File: src/rtl/pmc_map.svh
`ifndef PMC_MAP_SVH
`define PMC_MAP_SVH

// register byte addresses
`define PMC_ADDR_MODE_CTRL    32'h0004_0044
`define PMC_ADDR_CLK_OUT_CFG  32'h0004_0048
`define PMC_ADDR_STATUS       32'h0004_004c

// processor_mode_control field positions
`define PMC_BIT_MODE_LO       0
`define PMC_BIT_MODE_HI       1
`define PMC_BIT_STROBE_STYLE  2
`define PMC_BIT_SOFT_RESET    3
`define PMC_BIT_RSVD_LO       4
`define PMC_BIT_RSVD_HI       6
`define PMC_BIT_BCLK_DISABLE  7

// processor_mode_control reset patterns
`define PMC_RST_STRAP_LOW     8'h80
`define PMC_RST_STRAP_HIGH    8'h03

// mode field codes
`define PMC_MODE_SINGLE       2'h0
`define PMC_MODE_EXPAND       2'h1
`define PMC_MODE_FORBIDDEN    2'h2
`define PMC_MODE_MICRO        2'h3

// clock output select codes
`define PMC_CKSEL_PORT        2'h0
`define PMC_CKSEL_FC          2'h1
`define PMC_CKSEL_F8          2'h2
`define PMC_CKSEL_F32         2'h3
`define PMC_CKSEL_RESET       2'h0
`define PMC_DIV_F8_BIT        2
`define PMC_DIV_F32_BIT       4

// memory map boundaries
`define PMC_MAP_RAM_BASE      32'h0000_0400
`define PMC_MAP_SFR2_BASE     32'h0004_0000
`define PMC_MAP_RSVD_BASE     32'h0005_0000
`define PMC_MAP_DROM_BASE     32'h0006_0000
`define PMC_MAP_EXT_LO_BASE   32'h0008_0000
`define PMC_MAP_NONE_BASE     32'h0200_0000
`define PMC_MAP_EXT_HI_BASE   32'hfe00_0000
`define PMC_MAP_ROM_BASE      32'hffe0_0000

// status register field positions
`define PMC_STAT_ROM_LOCK     0
`define PMC_STAT_BUS_PINS     1
`define PMC_STAT_STRAP        2
`define PMC_STAT_INIT_DONE    3

// strap settling time after reset release, in clock cycles
`define PMC_INIT_CYCLES       3'h4

// AXI responses
`define PMC_RESP_OKAY         2'h0
`define PMC_RESP_SLVERR       2'h2

`endif

File: src/rtl/pmc_pkg.sv
package pmc_pkg;

  typedef enum logic [1:0] {
    PMC_BUS_IDLE = 2'b01,
    PMC_BUS_RESP = 2'b10
  } pmc_bus_state_t;

  typedef enum logic [5:0] {
    PMC_REG_SFR  = 6'b000001,
    PMC_REG_RAM  = 6'b000010,
    PMC_REG_DROM = 6'b000100,
    PMC_REG_ROM  = 6'b001000,
    PMC_REG_EXT  = 6'b010000,
    PMC_REG_NONE = 6'b100000
  } pmc_region_t;

endpackage

File: src/rtl/pmc_sync.sv
`timescale 1ns/1ps

// three-stage synchroniser; the output follows once stages two and three agree
module pmc_sync (
  input  wire logic clk_sys_in,
  input  wire logic rstn_in,
  input  wire logic async_in,
  output logic      sync_out
);

  logic meta_q;
  logic stage2_q;
  logic stage3_q;

  always_ff @(posedge clk_sys_in or negedge rstn_in) begin
    if (!rstn_in) begin
      meta_q   <= 1'b0;
      stage2_q <= 1'b0;
      stage3_q <= 1'b0;
    end else begin
      meta_q   <= async_in;
      stage2_q <= meta_q;
      stage3_q <= stage2_q;
    end
  end

  always_ff @(posedge clk_sys_in or negedge rstn_in) begin
    if (!rstn_in) begin
      sync_out <= 1'b0;
    end else if (stage2_q == stage3_q) begin
      sync_out <= stage3_q;
    end
  end

endmodule

File: src/rtl/pmc_top.sv
// Summary of operation
// - At hardware reset release, strap low starts single-chip, strap high starts microprocessor.
// - Mode field: 00 single-chip, 01 expansion, 11 microprocessor; 10 forbidden.
// - Register reset pattern follows strap: 80h for single-chip, 03h for microprocessor.
// - After a microprocessor start, internal ROM stays locked in every later mode.
// - Strobe bit clear: read, write, four byte controls; set: read, four byte writes.
// - Writing one to the soft reset bit resets the device; bit reads zero.
// - Bus clock bit clear drives bus clock on shared pin outside single-chip; set follows clock select.
// - Single-chip mode never drives the bus clock out.
// - Single-chip frees all pins; other modes claim bus control pins.
// - Expansion reaches SFR, RAM, ROM, external; microprocessor reaches all except ROM.
// - 00080000h up to 02000000h is external outside single-chip, unexpanded in single-chip.
// - Microprocessor mode decodes the top region from FFE00000h as external.
// - 02000000h up to the upper external region is unusable in every mode.
// - Software and watchdog resets leave the mode field unchanged.
// - Reset vector low bits give bus width in microprocessor mode; start address clears them.
//
// Design decision made here: register access over AXI4-Lite.
`timescale 1ns/1ps
`include "pmc_map.svh"

module pmc_top (
  input  wire logic        clk_sys_in,
  input  wire logic        rstn_in,
  // AXI4-Lite slave
  input  wire logic [31:0] s_axi_awaddr_in,
  input  wire logic        s_axi_awvalid_in,
  output logic             s_axi_awready_out,
  input  wire logic [31:0] s_axi_wdata_in,
  input  wire logic [3:0]  s_axi_wstrb_in,
  input  wire logic        s_axi_wvalid_in,
  output logic             s_axi_wready_out,
  output logic [1:0]       s_axi_bresp_out,
  output logic             s_axi_bvalid_out,
  input  wire logic        s_axi_bready_in,
  input  wire logic [31:0] s_axi_araddr_in,
  input  wire logic        s_axi_arvalid_in,
  output logic             s_axi_arready_out,
  output logic [31:0]      s_axi_rdata_out,
  output logic [1:0]       s_axi_rresp_out,
  output logic             s_axi_rvalid_out,
  input  wire logic        s_axi_rready_in,
  // strap and reset sources
  input  wire logic        mode_strap_pin_in,
  input  wire logic        watchdog_reset_in,
  input  wire logic [31:0] reset_vector_in,
  output logic             soft_reset_req_out,
  output logic [31:0]      program_start_out,
  output logic [1:0]       ext_bus_width_out,
  // address decode
  input  wire logic [31:0] cpu_addr_in,
  output logic [5:0]       cpu_region_out,
  // external bus strobes, active low
  input  wire logic        cpu_rd_in,
  input  wire logic        cpu_wr_in,
  input  wire logic [3:0]  cpu_be_in,
  output logic             read_strobe_n_out,
  output logic             write_strobe_n_out,
  output logic [3:0]       byte_control_n_out,
  output logic [3:0]       byte_write_strobe_n_out,
  output logic             bus_pins_claimed_out,
  // shared clock pin
  input  wire logic        port_data_in,
  input  wire logic        fc_clk_in,
  output logic             shared_clock_port_pin_out
);

  logic                 strap_sync;
  logic [2:0]           init_cnt_q;
  logic                 init_done_q;
  logic                 strap_q;
  logic                 rom_lock_q;
  logic [1:0]           mode_q;
  logic                 strobe_style_q;
  logic [2:0]           rsvd_q;
  logic                 bclk_disable_q;
  logic [1:0]           clock_out_select_q;
  logic                 wdt_sync;
  pmc_pkg::pmc_bus_state_t wr_state_q;
  pmc_pkg::pmc_bus_state_t rd_state_q;
  logic                 aw_got_q;
  logic                 w_got_q;
  logic [31:0]          wr_addr_q;
  logic [7:0]           wr_byte_q;
  logic                 wr_lane0_q;
  logic                 wr_commit;
  logic                 wr_mode_hit;
  logic                 wr_cksel_hit;
  logic                 soft_reset_hit;
  logic                 any_soft_reset;
  logic [7:0]           mode_reg_view;
  logic [7:0]           upper_reset;
  logic [7:0]           strap_reset;
  logic [4:0]           div_q;
  logic                 bclk_q;
  logic                 single_chip;
  pmc_pkg::pmc_region_t region_d;

  pmc_sync u_strap_sync (
    .clk_sys_in (clk_sys_in),
    .rstn_in    (rstn_in),
    .async_in   (mode_strap_pin_in),
    .sync_out   (strap_sync)
  );

  assign single_chip   = (mode_q == `PMC_MODE_SINGLE);
  assign upper_reset   = strap_q ? `PMC_RST_STRAP_HIGH : `PMC_RST_STRAP_LOW;
  assign strap_reset   = strap_sync ? `PMC_RST_STRAP_HIGH : `PMC_RST_STRAP_LOW;
  assign mode_reg_view = {bclk_disable_q, rsvd_q, 1'b0, strobe_style_q, mode_q};

  // strap settles through the synchroniser before the mode is taken
  always_ff @(posedge clk_sys_in or negedge rstn_in) begin
    if (!rstn_in) begin
      init_cnt_q  <= 3'h0;
      init_done_q <= 1'b0;
      strap_q     <= 1'b0;
    end else if (!init_done_q) begin
      init_cnt_q <= init_cnt_q + 3'h1;
      if (init_cnt_q == `PMC_INIT_CYCLES) begin
        init_done_q <= 1'b1;
        strap_q     <= strap_sync;
      end
    end
  end

  // write channel
  assign wr_commit      = (wr_state_q == pmc_pkg::PMC_BUS_IDLE) && aw_got_q && w_got_q;
  assign wr_mode_hit    = wr_commit && wr_lane0_q && (wr_addr_q == `PMC_ADDR_MODE_CTRL);
  assign wr_cksel_hit   = wr_commit && wr_lane0_q && (wr_addr_q == `PMC_ADDR_CLK_OUT_CFG);
  assign soft_reset_hit = wr_mode_hit && wr_byte_q[`PMC_BIT_SOFT_RESET];
  assign any_soft_reset = soft_reset_hit || wdt_sync;

  always_ff @(posedge clk_sys_in or negedge rstn_in) begin
    if (!rstn_in) begin
      wdt_sync <= 1'b0;
    end else begin
      wdt_sync <= watchdog_reset_in && init_done_q;
    end
  end

  always_ff @(posedge clk_sys_in or negedge rstn_in) begin
    if (!rstn_in) begin
      wr_state_q        <= pmc_pkg::PMC_BUS_IDLE;
      aw_got_q          <= 1'b0;
      w_got_q           <= 1'b0;
      wr_addr_q         <= 32'h0;
      wr_byte_q         <= 8'h0;
      wr_lane0_q        <= 1'b0;
      s_axi_awready_out <= 1'b0;
      s_axi_wready_out  <= 1'b0;
      s_axi_bvalid_out  <= 1'b0;
      s_axi_bresp_out   <= `PMC_RESP_OKAY;
    end else begin
      case (wr_state_q)
        pmc_pkg::PMC_BUS_IDLE: begin
          if (s_axi_awvalid_in && s_axi_awready_out) begin
            aw_got_q          <= 1'b1;
            wr_addr_q         <= {s_axi_awaddr_in[31:2], 2'b00};
            s_axi_awready_out <= 1'b0;
          end else begin
            s_axi_awready_out <= init_done_q && !aw_got_q;
          end
          if (s_axi_wvalid_in && s_axi_wready_out) begin
            w_got_q          <= 1'b1;
            wr_byte_q        <= s_axi_wdata_in[7:0];
            wr_lane0_q       <= s_axi_wstrb_in[0];
            s_axi_wready_out <= 1'b0;
          end else begin
            s_axi_wready_out <= init_done_q && !w_got_q;
          end
          if (wr_commit) begin
            s_axi_awready_out <= 1'b0;
            s_axi_wready_out  <= 1'b0;
            s_axi_bvalid_out  <= 1'b1;
            s_axi_bresp_out   <= ((wr_addr_q == `PMC_ADDR_MODE_CTRL) || (wr_addr_q == `PMC_ADDR_CLK_OUT_CFG) ||
                                  (wr_addr_q == `PMC_ADDR_STATUS)) ? `PMC_RESP_OKAY : `PMC_RESP_SLVERR;
            wr_state_q        <= pmc_pkg::PMC_BUS_RESP;
          end
        end
        pmc_pkg::PMC_BUS_RESP: begin
          if (s_axi_bready_in) begin
            s_axi_bvalid_out <= 1'b0;
            aw_got_q         <= 1'b0;
            w_got_q          <= 1'b0;
            wr_state_q       <= pmc_pkg::PMC_BUS_IDLE;
          end
        end
        default: begin
          wr_state_q <= pmc_pkg::PMC_BUS_IDLE;
        end
      endcase
    end
  end

  // processor_mode_control: mode field
  always_ff @(posedge clk_sys_in or negedge rstn_in) begin
    if (!rstn_in) begin
      mode_q <= `PMC_MODE_SINGLE;
    end else if (!init_done_q) begin
      if (init_cnt_q == `PMC_INIT_CYCLES) begin
        mode_q <= strap_sync ? `PMC_MODE_MICRO : `PMC_MODE_SINGLE;
      end
    end else if (any_soft_reset) begin
      mode_q <= mode_q;
    end else if (wr_mode_hit && (wr_byte_q[`PMC_BIT_MODE_HI:`PMC_BIT_MODE_LO] != `PMC_MODE_FORBIDDEN)) begin
      mode_q <= wr_byte_q[`PMC_BIT_MODE_HI:`PMC_BIT_MODE_LO];
    end
  end

  // processor_mode_control: upper control bits, restored by every reset kind
  always_ff @(posedge clk_sys_in or negedge rstn_in) begin
    if (!rstn_in) begin
      strobe_style_q <= 1'b0;
      rsvd_q         <= 3'h0;
      bclk_disable_q <= 1'b1;
    end else if (!init_done_q) begin
      if (init_cnt_q == `PMC_INIT_CYCLES) begin
        strobe_style_q <= strap_reset[`PMC_BIT_STROBE_STYLE];
        rsvd_q         <= strap_reset[`PMC_BIT_RSVD_HI:`PMC_BIT_RSVD_LO];
        bclk_disable_q <= strap_reset[`PMC_BIT_BCLK_DISABLE];
      end
    end else if (any_soft_reset) begin
      strobe_style_q <= upper_reset[`PMC_BIT_STROBE_STYLE];
      rsvd_q         <= upper_reset[`PMC_BIT_RSVD_HI:`PMC_BIT_RSVD_LO];
      bclk_disable_q <= upper_reset[`PMC_BIT_BCLK_DISABLE];
    end else if (wr_mode_hit) begin
      strobe_style_q <= wr_byte_q[`PMC_BIT_STROBE_STYLE];
      rsvd_q         <= wr_byte_q[`PMC_BIT_RSVD_HI:`PMC_BIT_RSVD_LO];
      bclk_disable_q <= wr_byte_q[`PMC_BIT_BCLK_DISABLE];
    end
  end

  // clock output select, returned to port function by any reset
  always_ff @(posedge clk_sys_in or negedge rstn_in) begin
    if (!rstn_in) begin
      clock_out_select_q <= `PMC_CKSEL_RESET;
    end else if (any_soft_reset) begin
      clock_out_select_q <= `PMC_CKSEL_RESET;
    end else if (wr_cksel_hit) begin
      clock_out_select_q <= wr_byte_q[1:0];
    end
  end

  // internal ROM lockout survives mode changes until the next hardware reset
  always_ff @(posedge clk_sys_in or negedge rstn_in) begin
    if (!rstn_in) begin
      rom_lock_q <= 1'b0;
    end else if (!init_done_q && (init_cnt_q == `PMC_INIT_CYCLES)) begin
      rom_lock_q <= strap_sync;
    end
  end

  // soft reset request pulse; the stored bit never exists so it reads zero
  always_ff @(posedge clk_sys_in or negedge rstn_in) begin
    if (!rstn_in) begin
      soft_reset_req_out <= 1'b0;
    end else begin
      soft_reset_req_out <= soft_reset_hit;
    end
  end

  // read channel
  always_ff @(posedge clk_sys_in or negedge rstn_in) begin
    if (!rstn_in) begin
      rd_state_q        <= pmc_pkg::PMC_BUS_IDLE;
      s_axi_arready_out <= 1'b0;
      s_axi_rvalid_out  <= 1'b0;
      s_axi_rdata_out   <= 32'h0;
      s_axi_rresp_out   <= `PMC_RESP_OKAY;
    end else begin
      case (rd_state_q)
        pmc_pkg::PMC_BUS_IDLE: begin
          if (s_axi_arvalid_in && s_axi_arready_out) begin
            s_axi_arready_out <= 1'b0;
            s_axi_rvalid_out  <= 1'b1;
            s_axi_rresp_out   <= `PMC_RESP_OKAY;
            rd_state_q        <= pmc_pkg::PMC_BUS_RESP;
            case ({s_axi_araddr_in[31:2], 2'b00})
              `PMC_ADDR_MODE_CTRL:   s_axi_rdata_out <= {24'h0, mode_reg_view};
              `PMC_ADDR_CLK_OUT_CFG: s_axi_rdata_out <= {30'h0, clock_out_select_q};
              `PMC_ADDR_STATUS: begin
                s_axi_rdata_out <= 32'h0;
                s_axi_rdata_out[`PMC_STAT_ROM_LOCK]  <= rom_lock_q;
                s_axi_rdata_out[`PMC_STAT_BUS_PINS]  <= bus_pins_claimed_out;
                s_axi_rdata_out[`PMC_STAT_STRAP]     <= strap_q;
                s_axi_rdata_out[`PMC_STAT_INIT_DONE] <= init_done_q;
              end
              default: begin
                s_axi_rdata_out <= 32'h0;
                s_axi_rresp_out <= `PMC_RESP_SLVERR;
              end
            endcase
          end else begin
            s_axi_arready_out <= init_done_q;
          end
        end
        pmc_pkg::PMC_BUS_RESP: begin
          if (s_axi_rready_in) begin
            s_axi_rvalid_out <= 1'b0;
            rd_state_q       <= pmc_pkg::PMC_BUS_IDLE;
          end
        end
        default: begin
          rd_state_q <= pmc_pkg::PMC_BUS_IDLE;
        end
      endcase
    end
  end

  // address decode for the current mode
  always_comb begin
    region_d = pmc_pkg::PMC_REG_NONE;
    if (cpu_addr_in < `PMC_MAP_RAM_BASE) begin
      region_d = pmc_pkg::PMC_REG_SFR;
    end else if (cpu_addr_in < `PMC_MAP_SFR2_BASE) begin
      region_d = pmc_pkg::PMC_REG_RAM;
    end else if (cpu_addr_in < `PMC_MAP_RSVD_BASE) begin
      region_d = pmc_pkg::PMC_REG_SFR;
    end else if (cpu_addr_in < `PMC_MAP_DROM_BASE) begin
      region_d = pmc_pkg::PMC_REG_NONE;
    end else if (cpu_addr_in < `PMC_MAP_EXT_LO_BASE) begin
      region_d = pmc_pkg::PMC_REG_DROM;
    end else if (cpu_addr_in < `PMC_MAP_NONE_BASE) begin
      region_d = single_chip ? pmc_pkg::PMC_REG_NONE : pmc_pkg::PMC_REG_EXT;
    end else if (cpu_addr_in < `PMC_MAP_EXT_HI_BASE) begin
      region_d = pmc_pkg::PMC_REG_NONE;
    end else if (cpu_addr_in < `PMC_MAP_ROM_BASE) begin
      region_d = single_chip ? pmc_pkg::PMC_REG_NONE : pmc_pkg::PMC_REG_EXT;
    end else if (mode_q == `PMC_MODE_MICRO) begin
      region_d = pmc_pkg::PMC_REG_EXT;
    end else if (rom_lock_q) begin
      region_d = pmc_pkg::PMC_REG_NONE;
    end else begin
      region_d = pmc_pkg::PMC_REG_ROM;
    end
  end

  always_ff @(posedge clk_sys_in or negedge rstn_in) begin
    if (!rstn_in) begin
      cpu_region_out <= pmc_pkg::PMC_REG_NONE;
    end else begin
      cpu_region_out <= region_d;
    end
  end

  // bus control pins and strobe style
  always_ff @(posedge clk_sys_in or negedge rstn_in) begin
    if (!rstn_in) begin
      bus_pins_claimed_out    <= 1'b0;
      read_strobe_n_out       <= 1'b1;
      write_strobe_n_out      <= 1'b1;
      byte_control_n_out      <= 4'hf;
      byte_write_strobe_n_out <= 4'hf;
    end else begin
      bus_pins_claimed_out <= !single_chip;
      if (single_chip) begin
        read_strobe_n_out       <= 1'b1;
        write_strobe_n_out      <= 1'b1;
        byte_control_n_out      <= 4'hf;
        byte_write_strobe_n_out <= 4'hf;
      end else if (!strobe_style_q) begin
        read_strobe_n_out       <= !cpu_rd_in;
        write_strobe_n_out      <= !cpu_wr_in;
        byte_control_n_out      <= ~cpu_be_in;
        byte_write_strobe_n_out <= 4'hf;
      end else begin
        read_strobe_n_out       <= !cpu_rd_in;
        write_strobe_n_out      <= 1'b1;
        byte_control_n_out      <= 4'hf;
        byte_write_strobe_n_out <= ~(cpu_be_in & {4{cpu_wr_in}});
      end
    end
  end

  // bus clock and divided clocks for the shared pin
  always_ff @(posedge clk_sys_in or negedge rstn_in) begin
    if (!rstn_in) begin
      bclk_q <= 1'b0;
      div_q  <= 5'h0;
    end else begin
      bclk_q <= !bclk_q;
      div_q  <= div_q + 5'h1;
    end
  end

  always_ff @(posedge clk_sys_in or negedge rstn_in) begin
    if (!rstn_in) begin
      shared_clock_port_pin_out <= 1'b0;
    end else if (!bclk_disable_q) begin
      shared_clock_port_pin_out <= single_chip ? port_data_in : bclk_q;
    end else begin
      case (clock_out_select_q)
        `PMC_CKSEL_PORT: shared_clock_port_pin_out <= single_chip ? port_data_in : 1'b0;
        `PMC_CKSEL_FC:   shared_clock_port_pin_out <= fc_clk_in;
        `PMC_CKSEL_F8:   shared_clock_port_pin_out <= div_q[`PMC_DIV_F8_BIT];
        `PMC_CKSEL_F32:  shared_clock_port_pin_out <= div_q[`PMC_DIV_F32_BIT];
        default:         shared_clock_port_pin_out <= 1'b0;
      endcase
    end
  end

  // reset vector split
  always_ff @(posedge clk_sys_in or negedge rstn_in) begin
    if (!rstn_in) begin
      program_start_out <= 32'h0;
      ext_bus_width_out <= 2'h0;
    end else begin
      program_start_out <= {reset_vector_in[31:2], 2'b00};
      ext_bus_width_out <= (mode_q == `PMC_MODE_MICRO) ? reset_vector_in[1:0] : 2'h0;
    end
  end

endmodule

File: config.mk
export PLATFORM = sky130hd
export DESIGN_NAME = pmc_top
export DESIGN_NICKNAME = d
export VERILOG_FILES = /design/src/rtl/pmc_pkg.sv /design/src/rtl/pmc_sync.sv /design/src/rtl/pmc_top.sv
export VERILOG_INCLUDE_DIRS = /design/src /design/src/rtl
export SDC_FILE = /design/constraint.sdc
export NUM_CORES = 1
export LEC_CHECK = 0
export BUFFER_PORTS_ARGS = -buffer_cell sky130_fd_sc_hd__buf_2
export CELL_PAD_IN_SITES_DETAIL_PLACEMENT = 0
export CELL_PAD_IN_SITES_GLOBAL_PLACEMENT = 1
export CORE_MARGIN = 5
export CORE_UTILIZATION = 34
export CTS_CLUSTER_SIZE = 16
export DETAILED_ROUTE_END_ITERATION = 12
export PLACE_DENSITY_LB_ADDON = 0.08
export SYNTH_ARGS = -nofsm -noshare
export SYNTH_HDL_FRONTEND = slang
export SYNTH_SLANG_ARGS = --single-unit
export TNS_END_PERCENT = 1
File: constraint.sdc
create_clock -name clk_sys_in -period 2.7 [get_ports clk_sys_in]
set_input_delay 0.135 -clock clk_sys_in [delete_from_list [all_inputs] [get_ports clk_sys_in]]
set_output_delay 0.135 -clock clk_sys_in [all_outputs]
set_load 0.1 [all_outputs]
==> results of run 1 <==
[per-stage QoR]
step                      total power [mW]  util [%]  setup slack [ns]
after floorplan                       4.06         -             0.576
after global placement                4.39      42.9             0.563
after detailed placement              4.43      42.9             0.566
after CTS                             6.95      52.6             0.552
after global routing                  7.21      52.6             0.402
final                                 6.85      52.6             0.597
[sequential cells by signal, summed over array words and instances (netlist names), 2 cells and up]
| name | flops |
|---|---|
| byte_control_n_out | 4 |
| byte_write_strobe_n_out | 4 |
| clock_out_select_q | 2 |
| cpu_region_out | 6 |
| div_q | 5 |
| ext_bus_width_out | 2 |
| init_cnt_q | 3 |
| mode_q | 2 |
| program_start_out | 30 |
| rd_state_q | 2 |
| rsvd_q | 3 |
| s_axi_rdata_out | 8 |
| wr_addr_q | 30 |
| wr_byte_q | 8 |
| wr_state_q | 2 |
[layer usage]
layer	GRT usage [%]	vias to the layer above	share of wire, %
li1	-	1988	-
met1	18.2	1943	41
met2	24.9	176	47
met3	6.17	15	9.7
met4	4.82	0	1.4
met5	0	-	0
[power by group]
| part | switching (mW) | internal, mW | leakage, nW |
|---|---|---|---|
| logic | 1.08 | 0.636 | 1.97 |
| clock network | 0.889 | 1.49 | 0.282 |
| registers | 0.287 | 2.48 | 1.62 |
| total | 2.25 | 4.60 | 3.87 |
[how the worst min path moves through the flow]
stage / cells past startpoint / startpoint / slack, ns / endpoint
after floorplan: 0 / rstn_in / -0.16 / aw_got_q
after global placement: 1 / rstn_in / 0.22 / s_axi_rdata_out[6]
after detailed placement: 1 / rstn_in / 0.23 / wr_byte_q[6]
after CTS: 4 / s_axi_wvalid_in / 0.01 / s_axi_wready_out
after global routing: 4 / s_axi_awvalid_in / 0.03 / s_axi_awready_out
final: 4 / s_axi_wvalid_in / 0.03 / s_axi_wready_out
[critical path, delay by kind of cell, from the launching register on]
| kind | cells | cell delay, ns |
|---|---|---|
| and+or+nand+nor | 3 | 0.99 |
| DFF | 1 | 0.37 |
| AOI/OAI and AO/OA | 1 | 0.28 |
| muxes | 1 | 0.38 |
[repair_timing]
item	4_1_cts	5_1_grt
setup buffers	0	0
resized for setup	0	0
hold endpoints to repair	154	0
hold buffers	87	0
[cell families after synthesis]
group	Yosys count	synth area share [%]
AO/OA/AOI/OAI	42	5.78
AND/OR/NAND/NOR	112	12.7
buffers and inverters	51	5.57
multiplexers	48	10.3
other	1	0.0701
flip-flops	136	64.0
adder cells (fa/ha/maj)	4	0.889
XOR/XNOR	5	0.819
[layout by cell type (no fill, tap or decap), types with 4 or more instances in the layout]
cell and n:
sky130_fd_sc_hd__nand3_1 6, sky130_fd_sc_hd__nand2b_1 6, sky130_fd_sc_hd__conb_1 28, sky130_fd_sc_hd__clkinvlp_4 5
sky130_fd_sc_hd__dfrtp_1 122, sky130_fd_sc_hd__and3_1 5, sky130_fd_sc_hd__clkbuf_16 17, sky130_fd_sc_hd__o21ai_0 6
sky130_fd_sc_hd__dfstp_2 14, sky130_fd_sc_hd__nor4_1 11, sky130_fd_sc_hd__nor2_1 15, sky130_fd_sc_hd__mux2_2 44
sky130_fd_sc_hd__inv_1 15, sky130_fd_sc_hd__nor3_1 9, sky130_fd_sc_hd__buf_4 8, sky130_fd_sc_hd__xnor2_1 4
sky130_fd_sc_hd__buf_2 204, sky130_fd_sc_hd__nand2_1 28, sky130_fd_sc_hd__a21oi_1 10, sky130_fd_sc_hd__dlygate4sd3_1 87
sky130_fd_sc_hd__nand4b_1 5, sky130_fd_sc_hd__a22o_1 13
[layout make-up]
cell class	count	area, µm²
fill	1371	7260
inverter	15	56.3
timing repair buffer	300	1960
clock buffer	19	443
clock inverter	13	171
sequential	136	3420
tap	211	264
multi-input combinational	239	1730
==> impl_metrics.xml, run 1 <==
<?xml version="1.0" encoding="UTF-8"?>
<metrics>
  <group name="floorplanning">
    <metric name="fp.coreArea" unit="µm²">15300</metric>
    <metric name="initial_utilization" unit="%">34.9</metric>
    <metric name="die_width" unit="µm">135</metric>
    <metric name="die_h" unit="µm">135</metric>
    <metric name="design.portCount" unit="">275</metric>
    <metric name="floorplan.rows" unit="">45</metric>
    <metric name="die_area" unit="µm²">18300</metric>
  </group>
  <group name="layout">
    <metric name="post_route_insts_no_fill" unit="">933</metric>
    <metric name="layout-drive-gt1-share" unit="%">43.2</metric>
    <metric name="inserted_diodes" unit="">0</metric>
    <metric name="stdcell_area" unit="µm²">8050</metric>
    <metric name="area_growth" unit="%">50.5</metric>
    <metric name="nets" unit="">893</metric>
  </group>
  <group name="clock_network">
    <metric name="numCtsBuffers" unit="">17</metric>
    <metric name="root_buffer" unit="">sky130_fd_sc_hd__clkbuf_16</metric>
    <metric name="cts_sinks" unit="">136</metric>
    <metric name="ctsHtreeMaxLevel" unit="">4</metric>
    <metric name="worstSkewPairLatency" unit="ns">0.41</metric>
    <metric name="tritoncts" unit="">done</metric>
    <metric name="clock_path_buffers" unit="">2</metric>
    <metric name="clk_pin_slew" unit="ns">0.06</metric>
  </group>
  <group name="route">
    <metric name="postRouteAntennaNets" unit="">0</metric>
    <metric name="first_iter_violations" unit="">140</metric>
    <metric name="routed_wl" unit="µm">13500</metric>
    <metric name="vias_per_cell" unit="">4.42</metric>
    <metric name="vias" unit="">4122</metric>
    <metric name="detail_route.drc_violations" unit="">0</metric>
    <metric name="wl_per_cell" unit="µm">14.5</metric>
    <metric name="1st_pass_router_iterations" unit="">4</metric>
  </group>
  <group name="critical_path">
    <metric name="regToRegSetupSlack" unit="ns">0.60</metric>
    <metric name="rr_worst_depth" unit="">5</metric>
    <metric name="regToRegStartpoint" unit="">wr_addr_q[19]</metric>
    <metric name="worstReg2RegEnd" unit="">bclk_disable_q</metric>
    <metric name="crit_chain" unit="">nor4b_1, nand3_1, nor3_4, o21ai_0, mux2_1</metric>
    <metric name="cp_max_fo" unit="">6</metric>
    <metric name="timing_worst_setup_path_type" unit="">register to register</metric>
    <metric name="startpoint_type" unit="">register</metric>
    <metric name="max_stage_delay_cell_worst_path" unit="">sky130_fd_sc_hd__mux2_1</metric>
    <metric name="critical_path.endpoint" unit="">bclk_disable_q</metric>
    <metric name="required" unit="ns">3.03</metric>
    <metric name="cp_data_arrival_time" unit="ns">2.43</metric>
    <metric name="worstSetupEndpointType" unit="">register</metric>
    <metric name="cpPeakStageDelay" unit="ns">0.38</metric>
    <metric name="worst_setup_path_startpoint" unit="">wr_addr_q[19]</metric>
  </group>
  <group name="sta">
    <metric name="finalCriticalPeriod" unit="ns">2.10</metric>
    <metric name="worstMarginPinSlew" unit="ns">0.731</metric>
    <metric name="rsz_0062_raised_after_global_routing" unit="">no</metric>
    <metric name="layout_worst_path_cycle_share" unit="%">77.9</metric>
    <metric name="fin_hold_ws" unit="ns">0.0307</metric>
    <metric name="headroom_to_the_max_slew_limit" unit="%">51.3</metric>
    <metric name="max_transition_viols_final" unit="">0</metric>
    <metric name="finalHoldViolations" unit="">0</metric>
    <metric name="fin_skew" unit="ns">0.00687</metric>
    <metric name="finalSetupViolations" unit="">0</metric>
    <metric name="final.setup.tns" unit="ns">0</metric>
    <metric name="max_clock_freq" unit="MHz">476</metric>
  </group>
  <group name="global_routing">
    <metric name="via_count_of_the_first_global_routing_pass" unit="">4446</metric>
    <metric name="initial_antenna_violation_count" unit="">0</metric>
    <metric name="grt_start_max_net_pins" unit="">80</metric>
    <metric name="grt_util_all_layers" unit="%">15.1</metric>
    <metric name="globalRouteOverflowTotal" unit="">0</metric>
    <metric name="grt_first_pass_wirelength" unit="µm">21900</metric>
  </group>
  <group name="logic_synthesis">
    <metric name="synthCells" unit="">399</metric>
    <metric name="async_flop_share" unit="%">100</metric>
    <metric name="ys_types" unit="">52</metric>
    <metric name="most_area_consuming_cells_after_synthesis" unit="">sky130_fd_sc_hd__dfrtp_1, sky130_fd_sc_hd__mux2_2, sky130_fd_sc_hd__dfstp_2, sky130_fd_sc_hd__buf_4, sky130_fd_sc_hd__a22o_1</metric>
    <metric name="ys_seq_area_share" unit="%">64.0</metric>
    <metric name="postSynthRegisterBits" unit="">136</metric>
    <metric name="synth_largest_type_area_fraction" unit="%">57.1</metric>
    <metric name="synth_area_leader_cell" unit="">sky130_fd_sc_hd__dfrtp_1</metric>
    <metric name="synthesis.area_per_instance" unit="µm²">13.4</metric>
    <metric name="ys_top_cells_by_count" unit="">sky130_fd_sc_hd__dfrtp_1, sky130_fd_sc_hd__mux2_2, sky130_fd_sc_hd__buf_4, sky130_fd_sc_hd__nand2_1</metric>
    <metric name="synth_edf_count" unit="">0</metric>
    <metric name="synth.yosys.warnings" unit="">0</metric>
    <metric name="syn-cell-area" unit="µm²">5350</metric>
    <metric name="yosysMostFrequentCell" unit="">sky130_fd_sc_hd__dfrtp_1</metric>
    <metric name="ys.flop_type" unit="">sky130_fd_sc_hd__dfrtp_1</metric>
  </group>
  <group name="place">
    <metric name="detailed_place.area" unit="µm²">6570</metric>
    <metric name="dp.final_hpwl" unit="µm">9830</metric>
    <metric name="buffer_ports.inserted" unit="">205</metric>
    <metric name="post-place-cells" unit="">814</metric>
    <metric name="gpl.final_weighted_congestion" unit="">0.775</metric>
  </group>
  <group name="power">
    <metric name="p_leak" unit="nW">3.87</metric>
    <metric name="ir_worst_vdd" unit="V">0.000513</metric>
    <metric name="cellPowerDensity" unit="nW/µm²">851</metric>
  </group>
  <group name="hold_path">
    <metric name="timing.hold.worst.class" unit="">input pin to register</metric>
  </group>
  <group name="run_status">
    <metric name="run_status" unit="">completed</metric>
  </group>
  <group name="flow_run">
    <metric name="cap_violations" unit="">0</metric>
  </group>
</metrics>
Power figures use the tool's default switching activity.
==> inputs of run 2 (changes only) <==
--- a/config.mk
+++ b/config.mk
@@ -10,7 +10,7 @@
 export CELL_PAD_IN_SITES_DETAIL_PLACEMENT = 0
 export CELL_PAD_IN_SITES_GLOBAL_PLACEMENT = 1
 export CORE_MARGIN = 5
-export CORE_UTILIZATION = 34
+export CORE_UTILIZATION = 31
 export CTS_CLUSTER_SIZE = 16
 export DETAILED_ROUTE_END_ITERATION = 12
 export PLACE_DENSITY_LB_ADDON = 0.08
==> constraint.sdc (replaced) <==
create_clock -name clk_sys_in -period 1.9 [get_ports clk_sys_in]
set_input_delay 0.095 -clock clk_sys_in [delete_from_list [all_inputs] [get_ports clk_sys_in]]
set_output_delay 0.095 -clock clk_sys_in [all_outputs]
set_load 0.1 [all_outputs]
==> impl_metrics.xml, run 2 (synthesized netlist as in run 1, its figures left out) <==
<?xml version="1.0" encoding="UTF-8"?>
<metrics>
  <group name="hold_path">
    <metric name="timing.hold.worst.class" unit="">input pin to register</metric>
  </group>
  <group name="place">
    <metric name="dp.final_hpwl" unit="µm">10200</metric>
    <metric name="gpl.final_weighted_congestion" unit="">0.822</metric>
    <metric name="detailed_place.area" unit="µm²">6680</metric>
    <metric name="buffer_ports.inserted" unit="">205</metric>
    <metric name="dp_slack" unit="ns">-0.115</metric>
    <metric name="post-place-cells" unit="">838</metric>
  </group>
  <group name="critical_path">
    <metric name="cp_max_fo" unit="">3</metric>
    <metric name="worst_setup_path_startpoint" unit="">wr_state_q[0]</metric>
    <metric name="cp_data_arrival_time" unit="ns">2.30</metric>
    <metric name="required" unit="ns">2.26</metric>
    <metric name="critical_path.endpoint" unit="">bclk_disable_q</metric>
    <metric name="timing_worst_setup_path_type" unit="">register to register</metric>
    <metric name="worstReg2RegEnd" unit="">bclk_disable_q</metric>
    <metric name="regToRegSetupSlack" unit="ns">-0.04</metric>
    <metric name="rr_worst_depth" unit="">5</metric>
    <metric name="regToRegStartpoint" unit="">wr_state_q[0]</metric>
    <metric name="startpoint_type" unit="">register</metric>
    <metric name="worstSetupEndpointType" unit="">register</metric>
  </group>
  <group name="route">
    <metric name="1st_pass_router_iterations" unit="">4</metric>
    <metric name="first_iter_violations" unit="">101</metric>
    <metric name="routed_wl" unit="µm">14100</metric>
    <metric name="detail_route.drc_violations" unit="">0</metric>
    <metric name="postRouteAntennaNets" unit="">0</metric>
    <metric name="vias" unit="">4241</metric>
    <metric name="wl_per_cell" unit="µm">14.6</metric>
    <metric name="vias_per_cell" unit="">4.40</metric>
  </group>
  <group name="global_routing">
    <metric name="via_count_of_the_first_global_routing_pass" unit="">4625</metric>
    <metric name="grt_util_all_layers" unit="%">14.3</metric>
    <metric name="globalRouteOverflowTotal" unit="">0</metric>
    <metric name="grt_first_pass_wirelength" unit="µm">22900</metric>
    <metric name="grt_start_max_net_pins" unit="">49</metric>
    <metric name="initial_antenna_violation_count" unit="">0</metric>
  </group>
  <group name="flow_run">
    <metric name="cap_violations" unit="">0</metric>
  </group>
  <group name="clock_network">
    <metric name="tritoncts" unit="">done</metric>
    <metric name="numCtsBuffers" unit="">17</metric>
    <metric name="worstSkewPairLatency" unit="ns">0.41</metric>
    <metric name="clock_path_buffers" unit="">2</metric>
    <metric name="clk_pin_slew" unit="ns">0.06</metric>
    <metric name="root_buffer" unit="">sky130_fd_sc_hd__clkbuf_16</metric>
    <metric name="cts_sinks" unit="">136</metric>
    <metric name="ctsHtreeMaxLevel" unit="">4</metric>
  </group>
  <group name="floorplanning">
    <metric name="die_h" unit="µm">141</metric>
    <metric name="floorplan.rows" unit="">48</metric>
    <metric name="initial_utilization" unit="%">31.3</metric>
    <metric name="die_width" unit="µm">141</metric>
    <metric name="design.portCount" unit="">275</metric>
    <metric name="die_area" unit="µm²">20000</metric>
    <metric name="fp.coreArea" unit="µm²">17100</metric>
  </group>
  <group name="sta">
    <metric name="layout_worst_path_cycle_share" unit="%">102</metric>
    <metric name="worstMarginPinSlew" unit="ns">0.515</metric>
    <metric name="final.setup.tns" unit="ns">-0.0431</metric>
    <metric name="finalCriticalPeriod" unit="ns">1.94</metric>
    <metric name="fin_hold_ws" unit="ns">0.0316</metric>
    <metric name="finalHoldViolations" unit="">0</metric>
    <metric name="headroom_to_the_max_slew_limit" unit="%">65.9</metric>
    <metric name="rsz_0062_raised_after_global_routing" unit="">yes</metric>
    <metric name="final_critical_path_setup_slack" unit="ns">-0.0431</metric>
    <metric name="fin_skew" unit="ns">0.00545</metric>
    <metric name="finalSetupViolations" unit="">1</metric>
    <metric name="max_transition_viols_final" unit="">0</metric>
    <metric name="max_clock_freq" unit="MHz">515</metric>
  </group>
  <group name="layout">
    <metric name="fillerInstances" unit="">1605</metric>
    <metric name="stdcell_area" unit="µm²">8300</metric>
    <metric name="layout-drive-gt1-share" unit="%">44.9</metric>
    <metric name="post_route_insts_no_fill" unit="">964</metric>
    <metric name="mostFrequentLayoutCell" unit="">sky130_fd_sc_hd__buf_2</metric>
    <metric name="nets" unit="">910</metric>
    <metric name="area_growth" unit="%">55.3</metric>
    <metric name="final_cell_mix" unit="">sky130_fd_sc_hd__buf_2, sky130_fd_sc_hd__dfrtp_1, sky130_fd_sc_hd__dlygate4sd3_1</metric>
    <metric name="finish.utilization" unit="%">48.5</metric>
    <metric name="largestRegisters" unit="">program_start_out (30), wr_addr_q (30)</metric>
    <metric name="inserted_diodes" unit="">0</metric>
  </group>
  <group name="run_status">
    <metric name="run_status" unit="">complete, but fails checks</metric>
    <metric name="violations" unit="">setup timing</metric>
  </group>
  <group name="power">
    <metric name="power.total" unit="mW">9.98</metric>
    <metric name="p_leak" unit="nW">3.99</metric>
    <metric name="ir_worst_vdd" unit="V">0.000609</metric>
    <metric name="cellPowerDensity" unit="nW/µm²">1200</metric>
  </group>
</metrics>
## run 2: cell type report
type / count / area, µm² / area share [%]
well taps: 225 / 282 / 3.39
inverters: 15 / 56.3 / 0.678
multi-input cells: 239 / 1790 / 21.6
clock inverters: 15 / 191 / 2.31
clock buffers: 17 / 425 / 5.12
flip-flops and latches: 136 / 3420 / 41.2
repair buffers: 317 / 2140 / 25.7
## run 2: worst min path at each step
stage / startpoint / to / slack [ns] / cells after the start
2_1_floorplan: rstn_in / aw_got_q / -0.20 / 0
4_1_cts: s_axi_arvalid_in / s_axi_arready_out / 0.01 / 3
6_report: s_axi_arvalid_in / s_axi_arready_out / 0.03 / 3
5_1_grt: s_axi_arvalid_in / s_axi_arready_out / 0.04 / 3
3_5_place_dp: rstn_in / cpu_region_out[0] / 0.06 / 1
3_3_place_gp: rstn_in / cpu_region_out[0] / 0.06 / 1
## run 2: report_power, final
part / internal, mW / total [mW] / switching [mW]
Clock: 2.09 / 3.41 / 1.32
Sequential: 3.52 / 4.00 / 0.474
Combinational: 1.00 / 2.57 / 1.57
Total: 6.62 / 9.98 / 3.36
## run 2: worst max-delay path, stage by stage, from the launching register on
cell                       delay [ns]
sky130_fd_sc_hd__dfstp_2         0.52
sky130_fd_sc_hd__and4b_1         0.23
sky130_fd_sc_hd__nand4b_2        0.17
sky130_fd_sc_hd__or4_4           0.54
sky130_fd_sc_hd__a221oi_2        0.24
sky130_fd_sc_hd__mux2_4          0.18
## run 2: metal layers
layer  track usage (%)  wire (µm)  up-vias
li1                  -          -     2025
met1              17.0       5760     2022
met2              24.1       6750      175
met3              4.85       1360       19
met4              5.10        199        0
met5                 0          0        -
## run 2: repair_timing
action | CTS | global route
gates resized for setup | 2 | 10
endpoints found under the setup margin | 8 | 11
setup buffers | 1 | 1
pin swaps | 4 | 7
hold endpoints to repair | 133 | 0
hold buffers | 92 | 0
